### config.mk
export PLATFORM = sky130hd
export DESIGN_NAME = link_ctrl
export DESIGN_NICKNAME = d
export VERILOG_FILES = /design/src/hdl/link_pkg.sv /design/src/hdl/link_ctrl.sv /design/src/hdl/pid_hist.sv
export SDC_FILE = /design/constraint.sdc
export NUM_CORES = 2
export LEC_CHECK = 0
export ABC_AREA = 1
export BUFFER_PORTS_ARGS = -buffer_cell sky130_fd_sc_hd__buf_2
export CAP_MARGIN = 20
export CORE_ASPECT_RATIO = 1.25
export CORE_MARGIN = 2
export CORE_UTILIZATION = 62
export CTS_CLUSTER_SIZE = 20
export DETAILED_ROUTE_END_ITERATION = 8
export HOLD_SLACK_MARGIN = 0.02
export PLACE_DENSITY = 0.81
export SETUP_SLACK_MARGIN = 0.3
export SLEW_MARGIN = 10
export SYNTH_ARGS = -nofsm -noshare
export SYNTH_HDL_FRONTEND = slang
export SYNTH_SLANG_ARGS = --single-unit
### constraint.sdc
create_clock -name clk -period 21.7 [get_ports clk]
set_input_delay 5.425 -clock clk [delete_from_list [all_inputs] [get_ports clk]]
set_output_delay 5.425 -clock clk [all_outputs]
set_load 0.05 [all_outputs]
### src/hdl/link_pkg.sv
// Constants, register map and carrier types for the radio link controller
// Functional notes
// RULE1: Broadcast mode passes every received packet straight to the host.
// RULE2: Addressed mode passes payload only when the address check passes.
// RULE3: Streaming retry count is zero; no acknowledgments are ever sent.
// RULE4: Byte threshold and serial gap timeout gate only the first packet.
// RULE5: An event keeps sending until input empties or byte limit is hit.
// RULE6: No packet payload exceeds the maximum packet size.
// RULE7: Byte limit reached: wait random 1..N slots, or 1 slot when N is 0.
// RULE8: Later packets of one event carry no RF initializer.
// RULE9: Sender waits exactly N slots after its event when N is nonzero.
// RULE10: Receiver holds off random 0..N-1 slots after another's event.
// RULE11: Mode 3 repeats and receives; mode 4 receives and waits out repeats.
// RULE12: A repeater retransmits any packet at most once.
// RULE13: Repeater packets stay within 256 bytes; host feeds one at a time.
// RULE14: Packet identifier is source address plus per-sender serial number.
// RULE15: Eight-entry FIFO of identifiers; known identifiers are ignored.
// RULE16: Address match gives host output and repeat; no match repeats only.
// RULE17: Destination 0xFFFF is global and delivered by every node.
// RULE18: Repeat back-off is L times ((-41-RSSI)/(10N) plus random 0..N-1) ms.
// RULE19: Host data waits L times (14N+N+1) ms so pending repeats finish.
// RULE20: Use zero slots for small networks, one for 2 to 5 repeaters.
// RULE21: Source addresses are unique; auto-set copies the module serial number.
// RULE22: Receiver ANDs destination with its mask and compares with own address.
// RULE23: One delay slot lasts 38 ms.
// RULE24: Random slot counts come from a free-running LFSR.
package link_pkg;
	// ==========================================================
	// Timing
	localparam int unsigned CLK_HZ = 100_000_000;
	localparam int unsigned MS_PER_S = 1000;
	localparam int unsigned MS_CYC = CLK_HZ / MS_PER_S;
	localparam int unsigned SLOT_MS = 38;
	// ==========================================================
	// Register offsets
	localparam logic [7:0] OFF_CTRL = 8'h00;
	localparam logic [7:0] OFF_DEST = 8'h04;
	localparam logic [7:0] OFF_MASK = 8'h08;
	localparam logic [7:0] OFF_SRC = 8'h0c;
	localparam logic [7:0] OFF_PKS = 8'h10;
	localparam logic [7:0] OFF_THR = 8'h14;
	localparam logic [7:0] OFF_GAP = 8'h18;
	localparam logic [7:0] OFF_LIM = 8'h1c;
	localparam logic [7:0] OFF_SLOT = 8'h20;
	localparam logic [7:0] OFF_STAT = 8'h24;
	// ==========================================================
	// Control fields
	localparam int CTRL_MODE_LSB = 0;
	localparam int CTRL_ADDR_BIT = 3;
	localparam int CTRL_AUTO_BIT = 4;
	localparam logic [7:0] RETRY_ZERO = 8'h00;
	// ==========================================================
	// Reset values
	localparam logic [2:0] MODE_RST = 3'h0;
	localparam logic [15:0] DEST_RST = 16'h0000;
	localparam logic [15:0] MASK_RST = 16'hffff;
	localparam logic [15:0] SRC_RST = 16'hffff;
	localparam logic [15:0] PKS_RST = 16'h0040;
	localparam logic [15:0] THR_RST = 16'h0040;
	localparam logic [15:0] GAP_RST = 16'h0003;
	localparam logic [15:0] LIM_RST = 16'hffff;
	localparam logic [7:0] SLOT_RST = 8'h00;
	// ==========================================================
	// Network constants
	localparam logic [2:0] MODE_RPT = 3'h3;
	localparam logic [2:0] MODE_DST = 3'h4;
	localparam logic [15:0] GLOBAL_ADDR = 16'hffff;
	localparam logic [15:0] RPT_MAX = 16'h0100;
	localparam int RSSI_REF = -41;
	localparam int RSSI_WORST = -100;
	localparam int SLOT_DIV = 10;
	localparam int RESP_K = (-RSSI_REF - RSSI_WORST) / SLOT_DIV;
	localparam int PID_DEPTH = 8;
	localparam logic [15:0] LFSR_SEED = 16'hace1;
	localparam logic [15:0] LFSR_TAPS = 16'hb400;
	// ==========================================================
	// Carriers
	typedef logic [23:0] pid_t;
	typedef struct packed {
		logic [15:0] dest;
		logic [15:0] src;
		logic [7:0] serial;
		logic [7:0] rssi;
		logic [7:0] air_ms;
	} rx_hdr_s;
	typedef struct packed {
		logic [7:0] data;
		logic sop;
		logic eop;
		logic init;
		logic [15:0] dest;
		logic [15:0] src;
		logic [7:0] serial;
	} tx_byte_s;
endpackage : link_pkg

### src/hdl/link_ctrl.sv
// Streaming and repeater link-layer controller with APB registers
//
// Register access over APB and the register offsets were left to the implementer.
`timescale 1ns/1ps
module link_ctrl #(
	parameter int unsigned MS_CYC = link_pkg::MS_CYC
) (
	input wire logic clk,
	input wire logic rst,
	input wire logic psel,
	input wire logic penable,
	input wire logic pwrite,
	input wire logic [7:0] paddr,
	input wire logic [31:0] pwdata,
	output logic [31:0] prdata,
	output logic pready,
	output logic pslverr,
	input wire logic [15:0] serial_num,
	input wire logic in_valid,
	input wire logic [7:0] in_data,
	input wire logic [8:0] in_level,
	output logic in_ready,
	output link_pkg::tx_byte_s tx_out,
	output logic tx_valid,
	input wire logic tx_ready,
	input wire link_pkg::rx_hdr_s rx_hdr,
	input wire logic rx_hdr_valid,
	input wire logic rx_valid,
	input wire logic [7:0] rx_data,
	input wire logic rx_event_end,
	output logic host_valid,
	output logic [7:0] host_data,
	output logic rep_req,
	output link_pkg::pid_t rep_pid
);
	typedef enum logic [1:0] {T_IDLE, T_GET, T_PUT} tx_e;

	tx_e st_r;
	logic [2:0] mode_r;
	logic addr_en_r;
	logic [15:0] dest_r, mask_r, src_r, pks_r, thr_r, gap_lim_r, lim_r;
	logic [7:0] rn_r;
	logic [16:0] ms_cnt_r;
	logic ms_tick;
	logic [5:0] sl_cnt_r;
	logic slot_tick;
	logic [15:0] lfsr_r;
	logic [7:0] rmod;
	logic [15:0] pk_cnt_r, ev_cnt_r, gap_r;
	logic [8:0] lvl_q;
	logic first_r, done_r, limh_r;
	logic [7:0] ser_r;
	logic [8:0] hold_r;
	logic rpt_mode;
	logic [15:0] eff_pk;
	logic start_ok, ev_end;
	logic [15:0] pk_n, ev_n;
	link_pkg::rx_hdr_s hdr_q;
	logic chk_r, hit, dlv_r, mt, fresh;
	logic signed [9:0] nv;
	logic [8:0] nu, ds;
	logic [11:0] dv;
	logic [16:0] rep_ms_r;
	logic rep_pend_r;
	logic [19:0] resp_r;
	logic [11:0] resp_ds;
	logic hold_ld;

	// ==========================================================
	// APB slave, one wait state per access
	always_ff @(posedge clk) begin
		if (rst) begin
			pready <= 1'b0;
		end else begin
			pready <= psel & penable & ~pready;
		end
	end

	always_ff @(posedge clk) begin
		if (rst) begin
			mode_r <= link_pkg::MODE_RST;
			addr_en_r <= 1'b0;
			dest_r <= link_pkg::DEST_RST;
			mask_r <= link_pkg::MASK_RST;
			src_r <= link_pkg::SRC_RST;
			pks_r <= link_pkg::PKS_RST;
			thr_r <= link_pkg::THR_RST;
			gap_lim_r <= link_pkg::GAP_RST;
			lim_r <= link_pkg::LIM_RST;
			rn_r <= link_pkg::SLOT_RST;
		end else if (psel & penable & pready & pwrite) begin
			case (paddr)
				link_pkg::OFF_CTRL: begin
					mode_r <= pwdata[link_pkg::CTRL_MODE_LSB +: 3];
					addr_en_r <= pwdata[link_pkg::CTRL_ADDR_BIT];
					if (pwdata[link_pkg::CTRL_AUTO_BIT]) begin
						src_r <= serial_num; // RULE21
					end
				end
				link_pkg::OFF_DEST: dest_r <= pwdata[15:0];
				link_pkg::OFF_MASK: mask_r <= pwdata[15:0];
				link_pkg::OFF_SRC: src_r <= pwdata[15:0];
				link_pkg::OFF_PKS: pks_r <= pwdata[15:0];
				link_pkg::OFF_THR: thr_r <= pwdata[15:0];
				link_pkg::OFF_GAP: gap_lim_r <= pwdata[15:0];
				link_pkg::OFF_LIM: lim_r <= pwdata[15:0];
				link_pkg::OFF_SLOT: rn_r <= pwdata[7:0];
				default: ;
			endcase
		end
	end

	always_ff @(posedge clk) begin
		if (rst) begin
			prdata <= 32'h0;
			pslverr <= 1'b0;
		end else if (psel & penable & ~pready) begin
			pslverr <= 1'b0;
			case (paddr)
				link_pkg::OFF_CTRL: prdata <= {16'h0, link_pkg::RETRY_ZERO, 4'h0, addr_en_r,
					mode_r}; // RULE3
				link_pkg::OFF_DEST: prdata <= {16'h0, dest_r};
				link_pkg::OFF_MASK: prdata <= {16'h0, mask_r};
				link_pkg::OFF_SRC: prdata <= {16'h0, src_r};
				link_pkg::OFF_PKS: prdata <= {16'h0, pks_r};
				link_pkg::OFF_THR: prdata <= {16'h0, thr_r};
				link_pkg::OFF_GAP: prdata <= {16'h0, gap_lim_r};
				link_pkg::OFF_LIM: prdata <= {16'h0, lim_r};
				link_pkg::OFF_SLOT: prdata <= {24'h0, rn_r};
				link_pkg::OFF_STAT: prdata <= {16'h0, ser_r, 5'h0, rep_pend_r, |hold_r,
					st_r != T_IDLE};
				default: begin
					prdata <= 32'h0;
					pslverr <= 1'b1;
				end
			endcase
		end
	end

	// ==========================================================
	// Millisecond and slot enables, random source
	// Slot timing restarts when a hold-off is loaded so every slot is whole
	assign hold_ld = ev_end || (rx_event_end && st_r == T_IDLE && rn_r != 8'h0 && hold_r == 9'h0);

	always_ff @(posedge clk) begin
		if (rst || hold_ld) begin
			ms_cnt_r <= '0;
			ms_tick <= 1'b0;
		end else if (ms_cnt_r == 17'(MS_CYC - 1)) begin
			ms_cnt_r <= '0;
			ms_tick <= 1'b1;
		end else begin
			ms_cnt_r <= ms_cnt_r + 1'b1;
			ms_tick <= 1'b0;
		end
	end

	always_ff @(posedge clk) begin
		if (rst || hold_ld) begin
			sl_cnt_r <= '0;
			slot_tick <= 1'b0;
		end else begin
			slot_tick <= 1'b0;
			if (ms_tick) begin
				if (sl_cnt_r == 6'(link_pkg::SLOT_MS - 1)) begin
					sl_cnt_r <= '0;
					slot_tick <= 1'b1; // RULE23
				end else begin
					sl_cnt_r <= sl_cnt_r + 1'b1;
				end
			end
		end
	end

	always_ff @(posedge clk) begin
		if (rst) begin
			lfsr_r <= link_pkg::LFSR_SEED;
		end else begin
			lfsr_r <= {lfsr_r[14:0], ^(lfsr_r & link_pkg::LFSR_TAPS)}; // RULE24
		end
	end

	// Uniform enough for small N; 0..N-1, zero when N is zero
	assign rmod = (rn_r == 8'h0) ? 8'h0 : lfsr_r[7:0] % rn_r;

	// ==========================================================
	// Transmit event sequencing
	assign rpt_mode = (mode_r == link_pkg::MODE_RPT) || (mode_r == link_pkg::MODE_DST);
	assign eff_pk = (rpt_mode && pks_r > link_pkg::RPT_MAX) ? link_pkg::RPT_MAX : pks_r; // RULE13
	assign start_ok = (hold_r == 9'h0) && !(rpt_mode && resp_r != 20'h0) && (in_level != 9'h0)
		&& ({7'h0, in_level} >= thr_r || gap_r >= gap_lim_r); // RULE4 RULE11 RULE19
	assign pk_n = pk_cnt_r + 1'b1;
	assign ev_n = ev_cnt_r + 1'b1;
	assign ev_end = (st_r == T_PUT) && tx_ready && tx_out.eop && done_r;

	// Serial gap timer restarts whenever the input level moves
	always_ff @(posedge clk) begin
		if (rst) begin
			lvl_q <= '0;
			gap_r <= '0;
		end else begin
			lvl_q <= in_level;
			if (in_level != lvl_q || in_level == 9'h0) begin
				gap_r <= '0;
			end else if (ms_tick && gap_r != 16'hffff) begin
				gap_r <= gap_r + 1'b1;
			end
		end
	end

	always_ff @(posedge clk) begin
		if (rst) begin
			st_r <= T_IDLE;
			in_ready <= 1'b0;
			tx_valid <= 1'b0;
			tx_out <= '0;
			pk_cnt_r <= '0;
			ev_cnt_r <= '0;
			first_r <= 1'b0;
			done_r <= 1'b0;
			limh_r <= 1'b0;
			ser_r <= '0;
		end else begin
			case (st_r)
				T_IDLE: begin
					if (start_ok) begin
						st_r <= T_GET;
						in_ready <= 1'b1;
						first_r <= 1'b1;
						pk_cnt_r <= '0;
						ev_cnt_r <= '0;
					end
				end
				T_GET: begin
					if (in_valid) begin
						in_ready <= 1'b0;
						tx_valid <= 1'b1;
						tx_out.data <= in_data;
						tx_out.sop <= pk_cnt_r == 16'h0;
						tx_out.eop <= ev_n >= lim_r || in_level <= 9'h1 || pk_n >= eff_pk; // RULE6
						tx_out.init <= first_r; // RULE8
						tx_out.dest <= dest_r;
						tx_out.src <= src_r; // RULE14
						tx_out.serial <= ser_r;
						done_r <= ev_n >= lim_r || in_level <= 9'h1; // RULE5
						limh_r <= ev_n >= lim_r;
						pk_cnt_r <= pk_n;
						ev_cnt_r <= ev_n;
						st_r <= T_PUT;
					end
				end
				T_PUT: begin
					if (tx_ready) begin
						tx_valid <= 1'b0;
						if (tx_out.eop) begin
							ser_r <= ser_r + 1'b1; // RULE14
							pk_cnt_r <= '0;
							first_r <= 1'b0;
						end
						if (tx_out.eop && done_r) begin
							st_r <= T_IDLE;
						end else begin
							st_r <= T_GET; // RULE5
							in_ready <= 1'b1;
						end
					end
				end
				default: st_r <= T_IDLE;
			endcase
		end
	end

	// ==========================================================
	// Slot hold-off after events
	always_ff @(posedge clk) begin
		if (rst) begin
			hold_r <= '0;
		end else if (ev_end) begin
			if (limh_r) begin
				hold_r <= (rn_r == 8'h0) ? 9'h1 : {1'b0, rmod} + 9'h1; // RULE7
			end else begin
				hold_r <= {1'b0, rn_r}; // RULE9
			end
		end else if (rx_event_end && st_r == T_IDLE && rn_r != 8'h0 && hold_r == 9'h0) begin
			hold_r <= {1'b0, rmod}; // RULE10
		end else if (slot_tick && hold_r != 9'h0) begin
			hold_r <= hold_r - 1'b1;
		end
	end

	// ==========================================================
	// Receive filtering and duplicate suppression
	pid_hist u_hist (
		.clk(clk),
		.rst(rst),
		.look_id({rx_hdr.src, rx_hdr.serial}),
		.wr_en(fresh),
		.wr_id({hdr_q.src, hdr_q.serial}),
		.hit(hit)
	);

	// Payload must begin at least two cycles after its header
	always_ff @(posedge clk) begin
		if (rst) begin
			hdr_q <= '0;
			chk_r <= 1'b0;
		end else begin
			chk_r <= rx_hdr_valid;
			if (rx_hdr_valid) begin
				hdr_q <= rx_hdr;
			end
		end
	end

	assign fresh = chk_r && !hit; // RULE15
	assign mt = (hdr_q.dest == link_pkg::GLOBAL_ADDR)
		|| ((hdr_q.dest & mask_r) == src_r); // RULE17 RULE22

	always_ff @(posedge clk) begin
		if (rst) begin
			dlv_r <= 1'b0;
		end else if (rx_hdr_valid) begin
			dlv_r <= 1'b0;
		end else if (chk_r) begin
			dlv_r <= fresh && ((rpt_mode || addr_en_r) ? mt : 1'b1); // RULE1 RULE2 RULE16
		end
	end

	always_ff @(posedge clk) begin
		if (rst) begin
			host_valid <= 1'b0;
			host_data <= '0;
		end else begin
			host_valid <= rx_valid && dlv_r; // RULE2
			host_data <= rx_data;
		end
	end

	// ==========================================================
	// Repeat back-off and response delay
	assign nv = 10'(link_pkg::RSSI_REF) - {{2{hdr_q.rssi[7]}}, hdr_q.rssi};
	assign nu = nv[9] ? 9'h0 : nv[8:0];
	assign dv = 12'(rn_r) * 12'(link_pkg::SLOT_DIV);
	assign ds = (rn_r == 8'h0) ? 9'h0 : 9'({3'h0, nu} / dv) + {1'b0, rmod}; // RULE18
	assign resp_ds = 12'(link_pkg::RESP_K) * {4'h0, rn_r} + {4'h0, rn_r} + 12'h1; // RULE19

	// A newer packet replaces a pending repeat; hosts feed one at a time
	always_ff @(posedge clk) begin
		if (rst) begin
			rep_pend_r <= 1'b0;
			rep_ms_r <= '0;
			rep_req <= 1'b0;
			rep_pid <= '0;
		end else begin
			rep_req <= 1'b0;
			if (fresh && mode_r == link_pkg::MODE_RPT) begin
				rep_pend_r <= 1'b1; // RULE12 RULE16 RULE13
				rep_ms_r <= 17'(hdr_q.air_ms) * 17'(ds); // RULE18
				rep_pid <= {hdr_q.src, hdr_q.serial};
			end else if (rep_pend_r && rep_ms_r == 17'h0) begin
				rep_pend_r <= 1'b0;
				rep_req <= 1'b1; // RULE11
			end else if (rep_pend_r && ms_tick) begin
				rep_ms_r <= rep_ms_r - 1'b1;
			end
		end
	end

	always_ff @(posedge clk) begin
		if (rst) begin
			resp_r <= '0;
		end else if (fresh && rpt_mode) begin
			resp_r <= 20'(hdr_q.air_ms) * 20'(resp_ds); // RULE19
		end else if (ms_tick && resp_r != 20'h0) begin
			resp_r <= resp_r - 1'b1;
		end
	end
endmodule : link_ctrl

### src/hdl/pid_hist.sv
// Eight-entry FIFO history of packet identifiers with registered lookup
`timescale 1ns/1ps
module pid_hist (
	input wire logic clk,
	input wire logic rst,
	input wire link_pkg::pid_t look_id,
	input wire logic wr_en,
	input wire link_pkg::pid_t wr_id,
	output logic hit
);
	localparam int AW = $clog2(link_pkg::PID_DEPTH);
	link_pkg::pid_t ids_r [link_pkg::PID_DEPTH];
	logic [link_pkg::PID_DEPTH-1:0] vld_r;
	logic [link_pkg::PID_DEPTH-1:0] eq;
	logic [AW-1:0] wp_r;

	for (genvar i = 0; i < link_pkg::PID_DEPTH; i++) begin : g_cmp
		assign eq[i] = vld_r[i] && (ids_r[i] == look_id); // RULE15
	end

	always_ff @(posedge clk) begin
		if (rst) begin
			hit <= 1'b0;
		end else begin
			hit <= |eq;
		end
	end

	// Oldest entry is overwritten first
	always_ff @(posedge clk) begin
		if (rst) begin
			vld_r <= '0;
			wp_r <= '0;
		end else if (wr_en) begin
			vld_r[wp_r] <= 1'b1;
			wp_r <= wp_r + 1'b1; // RULE15
		end
	end

	always_ff @(posedge clk) begin
		if (wr_en) begin
			ids_r[wp_r] <= wr_id;
		end
	end
endmodule : pid_hist

**Yosys cells after proc, flatten, opt, wreduce, memory -nomap -nowiden**

Memory sizes are Yosys's and may differ from the RTL's.
Cells that the tools add are included.

- Bits in registers: 473
- Bits in writable memories: 192
- Input port bits: 147
- Memories: 1

Memories:

| memory | depth | bits a word | read ports | clocked after Yosys merged registers in | wr ports | RTL line | RTL |
|---|---|---|---|---|---|---|---|
| u_hist.ids_r | 8 | 24 | 8 | 0 | 1 | pid_hist.sv:12 | `link_pkg::pid_t ids_r [link_pkg::PID_DEPTH];` |

- Add/sub/neg operators: 15
- $mul: 4
- Divide/modulo/power cells: 2
- Order comparisons: 8
- Equality and inequality tests: 34
- Mux-type cells: 52
- Bitwise logic cells: 8
- Reduce and logical (&&, ||, !) cells: 90

Operators with widths:

| cell | number |
|---|---|
| 24-bit equality test | 8 |
| 16-bit case mux with 10 select lines | 1 |
| 16-bit 2-to-1 mux | 7 |
| 16-bit case mux with 2 select lines | 2 |
| 9-bit 2-to-1 mux | 7 |
| 17-bit 2-to-1 mux | 3 |
| 16-bit by 1-bit adder with 16-bit output, second input constant | 3 |
| 16-bit >= comparator | 3 |
| 16-bit case mux with 3 select lines | 1 |
| 20-bit 2-to-1 mux | 2 |
| 8-bit by 5-bit equality test with 1-bit output, second input constant | 4 |
| 1-bit logical AND | 31 |
| 8-bit by 12-bit multiplier with 20-bit output | 1 |
| 2-bit AND reduction | 10 |
| 20-bit nonzero test | 1 |
| 20-bit by 1-bit subtractor with 20-bit output, second input constant | 1 |
| 1-bit 2-to-1 mux | 19 |
| 9-bit zero test | 2 |
| 9-bit nonzero test | 2 |
| 17-bit by 1-bit adder with 17-bit output, second input constant | 1 |
| 17-bit equality test, second input constant | 1 |
| 17-bit zero test | 1 |
| 8-bit by 9-bit multiplier with 17-bit output | 1 |
| 17-bit by 1-bit subtractor with 17-bit output, second input constant | 1 |
| other kinds (58) | 100 |

**Depth between registers and ports, before layout**

- Depth in word-level cells: 9
- Mapped depth: 160
- Gate-level depth less buffers: 156

**Modules after synthesis**

From an unflattened synthesis, not the netlist that was laid out.

- Cell total of the unflattened synthesis: 5451
- Area total of the unflattened synthesis: 41712.5 sq um

Modules (own cells, without submodules):

| module | instances | cells an instance | area each (sq um) |
|---|---|---|---|
| link_ctrl | 1 | 4502 | 32328.5 |
| pid_hist | 1 | 949 | 9384.0 |

**Worst setup path before layout**

OpenSTA, ideal clock, no wires.

- Path kind: flip-flop to flip-flop
- From: register rn_r[0]
- To: register rep_ms_r[15]
- Data arrival time: 19107 ps
- Path slack: 2484 ps
- Stages on the path, launching flop included: 148
- Path buffers: 5
- Period minus slack after synthesis: 19216 ps
- Cells stage by stage: dfxtp_1 > buf_2 > clkinv_1 > ha_1 > or2_2 > a21oi_1 > nor2_1 > nand3_2 > nor2_2 > ha_1 > inv_1 > o21bai_1 > nand2_1 > a21oi_2 > nand2_1 > inv_1 > ha_1 > inv_1 > [112 not listed] > fa_1 > fa_1 > inv_1 > fa_1 > inv_1 > ha_1 > nand2_1 > o21ai_0 > a21oi_1 > o21bai_1 > nand2_1 > nand2_1 > a21oi_1 > or2_2 > nand3_1 > o211ai_1 > nand2_1 > inv_1

- Word-level cells in the longest chain between the ends: 6

Ends and longest elaborated chain:

| element | RTL line | RTL |
|---|---|---|
| from (decl) | link_ctrl.sv:42 | `logic [7:0] rn_r;` |
| from (signal assigned) | link_ctrl.sv:90 | `rn_r <= link_pkg::SLOT_RST;` |
| from (signal assigned) | link_ctrl.sv:107 | `link_pkg::OFF_SLOT: rn_r <= pwdata[7:0];` |
| 8-bit by 3-bit multiplier with 11-bit output (tied with other cells) | link_ctrl.sv:343 | `assign dv = 12'(rn_r) * 12'(link_pkg::SLOT_DIV);` |
| 9-bit by 12-bit divider with 12-bit output / 8-bit 2-to-1 mux (equally long branches) | link_ctrl.sv:344, link_ctrl.sv:184 |  |
| 9-bit by 8-bit adder with 9-bit output | link_ctrl.sv:344 | `assign ds = (rn_r == 8'h0) ? 9'h0 : 9'({3'h0, nu} / dv) + {1'b0, rmod};` |
| 9-bit 2-to-1 mux * | link_ctrl.sv:344 |  |
| 8-bit by 9-bit multiplier with 17-bit output * | link_ctrl.sv:358 | `rep_ms_r <= 17'(hdr_q.air_ms) * 17'(ds);` |
| 17-bit 2-to-1 mux * | link_ctrl.sv:356 | `if (fresh && mode_r == link_pkg::MODE_RPT) begin` |
| to (signal assigned) | link_ctrl.sv:358 |  |
| to (signal assigned) | link_ctrl.sv:364 | `rep_ms_r <= rep_ms_r - 1'b1;` |
| to (decl) | link_ctrl.sv:63 | `logic [16:0] rep_ms_r;` |

Every way passes the cells marked *; elsewhere a longest branch is shown, timed or not.
A chain may end at the register's enable or synchronous reset.

**Final worst setup path**

- From: register rn_r[3]
- To: register rep_ms_r[15]

Same word-level chain as after synthesis.

==> metrics.yaml <==
logic_synthesis:
  synthCells: 5200
  syn_area_per_cell_sq_um: 7.85
  synth_cell_types: 68
  yosysSeqAreaShare: 0.365
  synth_edf_count: 192
  async_flop_share: 0
  synthTopCellsByCount: "nand2_1, inv_1, nor2_1"
  synth.most_common_cell: "nand2_1"
  yosysTopAreaCell: "dfxtp_1"
  ys_warn_count: 0
  synth_area_sq_um: 40800
  ys_ff_latch: 649
  ys.flop_type: "dfxtp_1"
  synthTopCellsByArea: "dfxtp_1, edfxtp_1, ha_1"
  synth.top_cell.area_share: 0.224
grt:
  grt_max_degree: 97
  antenna_found_initial: 11
  grt_pass1_wl_um: 191000
  grt_pass1_vias: 36200
  overflow: 0
  grt_usage: 0.361
setup_path:
  cpLargestDelayFamily: "simple AND/OR/NAND/NOR gates"
  crit_buf_inv: 22
  max_stage_delay_ns: 0.54
  crit_type: "flop to flop"
  critPathMaxFanout: 8
  startpoint_type: "flop"
  slowest_stage: "fa_1"
  rrSetupSlack_ns: 1.63
  required_ns: 22.22
  cp-end-kind: "flop"
  crit_top_cell: "nand2_1"
  cp.arrival_ns: 20.59
placed_design:
  placed_cell_area_sq_um: 42700
  dp.cells: 6161
  io_buffers: 235
  dp_hpwl_um: 88700
  gp_congestion: 0.987
job:
  drv_cap: 0
cts:
  cts_sinks: 649
  cts_buffers: 68
  hold_buffers: 0
  clockBufferDepth: 3
  htreeDepth: 3
  clkTransAtPathRegs_ns: 0.06
  cts_tree: "done"
  cts_root_buf: "clkbuf_16"
  clk-insertion-delay-late_ns: 0.63
routing:
  vias_per_cell: 5.93
  wl_per_cell_um: 19.7
  drtIter0Drc: 2935
  wirelength_um: 124000
  first_pass_iters: 6
  vias: 37500
  drc_errors: 0
  antenna_left: 0
floorplan:
  core_sq_um: 65400
  die_area_sq_um: 67900
  die_x_um: 233
  ioPinCount: 268
  start_util: 0.624
  rows: 105
  die_y_um: 291
cells_and_area:
  final_area_sq_um: 45500
  fin_cells: 6321
  final_util: 0.696
  drive_above_1_share: 0.112
  nNetsFinal: 5961
  fillCellCount: 5187
  area.growth.synth_to_final_pct: 11.6
sta:
  clock_skew_ns: 0.0344
  fin_hold_ws_ns: 0.403
  slew_headroom: 0.308
  finalCriticalPeriod_ns: 20.07
  max_freq_mhz: 49.8
  setup_viol: 0
  fin_crit_sh: 0.925
  slew_violations: 0
  hold_viol: 0
  tightest_slew_ns: 1.03
  rsz0062_at_grt: "false"
outcome:
  status: "complete, no violations"
hold_path:
  hp-class: "flop to flop"
state kept, by name, indices dropped and copies added, names as in the netlist, 17 cells and up:
signal,count
resp_r,20
tx_out,51
hdr_q,56
rep_ms_r,17
u_hist.ids_r,192
rep_pid,24
ms_cnt_r,17
layout make-up:
class	instances	area, sq um	area share
Sequential cell	649	14900	0.328
Timing Repair Buffer	307	1740	0.0381
Clock inverter	28	400	0.00879
Multi-Input combinational cell	3678	22700	0.500
Clock buffer	95	1990	0.0436
Tap cell	856	1070	0.0235
Inverter	699	2650	0.0582
Antenna cell	9	22.5	0.000495
metrics by stage:
stage	TNS [ns]	setup WS, ns
after floorplan	0	2.48
after global placement	0	0.337
after detailed placement	-0.273	-0.273
after CTS	0	0.303
after global routing	0	0.0589
final	0	1.63
cell usage in the layout (no fill, tap or decap), drive strengths merged, types with 49 or more instances in the layout:
cell type,instances
nand2,987
inv,684
nor2,508
dfxtp,457
a21oi,387
o21ai,380
buf,307
ha,297
nand3,253
edfxtp,192
xor2,139
fa,114
clkbuf,95
o22ai,69
nor3,67
xnor2,61
or2,57
nor4,51
nand4,49
worst reg2reg max path, delay by kind of cell (launching register included):
kind / cells / cell delay (ns)
compound gates: 33 / 4.65
simple gates: 71 / 7.02
flops: 1 / 0.34
fa+ha+maj: 18 / 6.24
buf+inv: 22 / 1.77
metal layers:
| metal | GRT usage | part of all wire | vias to the layer above | wire, um |
|---|---|---|---|---|
| met5 | 0 | 0.00023 | - | 29 |
| met4 | 0.296 | 0.093 | 4 | 11600 |
| met3 | 0.0776 | 0.080 | 598 | 10000 |
| met2 | 0.614 | 0.48 | 1773 | 60200 |
| met1 | 0.382 | 0.34 | 17400 | 42600 |
| li1 | - | - | 17700 | - |
timing repair:
item	in CTS	in global routing
cloned	0	0
pin swaps	0	32
buffers inserted	0	26
endpoints found under the setup margin	4	13
resized for setup	6	61
worst paths after layout:
| kind | depth (start not counted) | startpoint | endpoint |
|---|---|---|---|
| max | 144 | rn_r[3]$_SDFFE_PP0P_ | rep_ms_r[15]$_SDFFE_PP0P_ |
| min | 2 | lfsr_r[11]$_SDFF_PP1_ | lfsr_r[12]$_SDFF_PP0_ |
| min reg2reg | 2 | lfsr_r[11]$_SDFF_PP1_ | lfsr_r[12]$_SDFF_PP0_ |
| max reg2reg | 144 | rn_r[3]$_SDFFE_PP0P_ | rep_ms_r[15]$_SDFFE_PP0P_ |
kinds of logic (layout without fill, tap and decap cells):
logic type | after synthesis | in the layout | synth area share
AND/OR/NAND/NOR | 2004 | 2004 | 0.212
AO/OA/AOI/OAI | 1043 | 1043 | 0.147
buffers and inverters | 892 | 1129 | 0.0848
flip-flops | 649 | 649 | 0.365
adder cells (fa/ha/maj) | 411 | 411 | 0.147
XOR/XNOR | 200 | 200 | 0.0434
other | 1 | 29 | 0.0000919
Power is not shown: default switching activity piles up to over one toggle a cycle in this logic, so the estimate is an artifact.
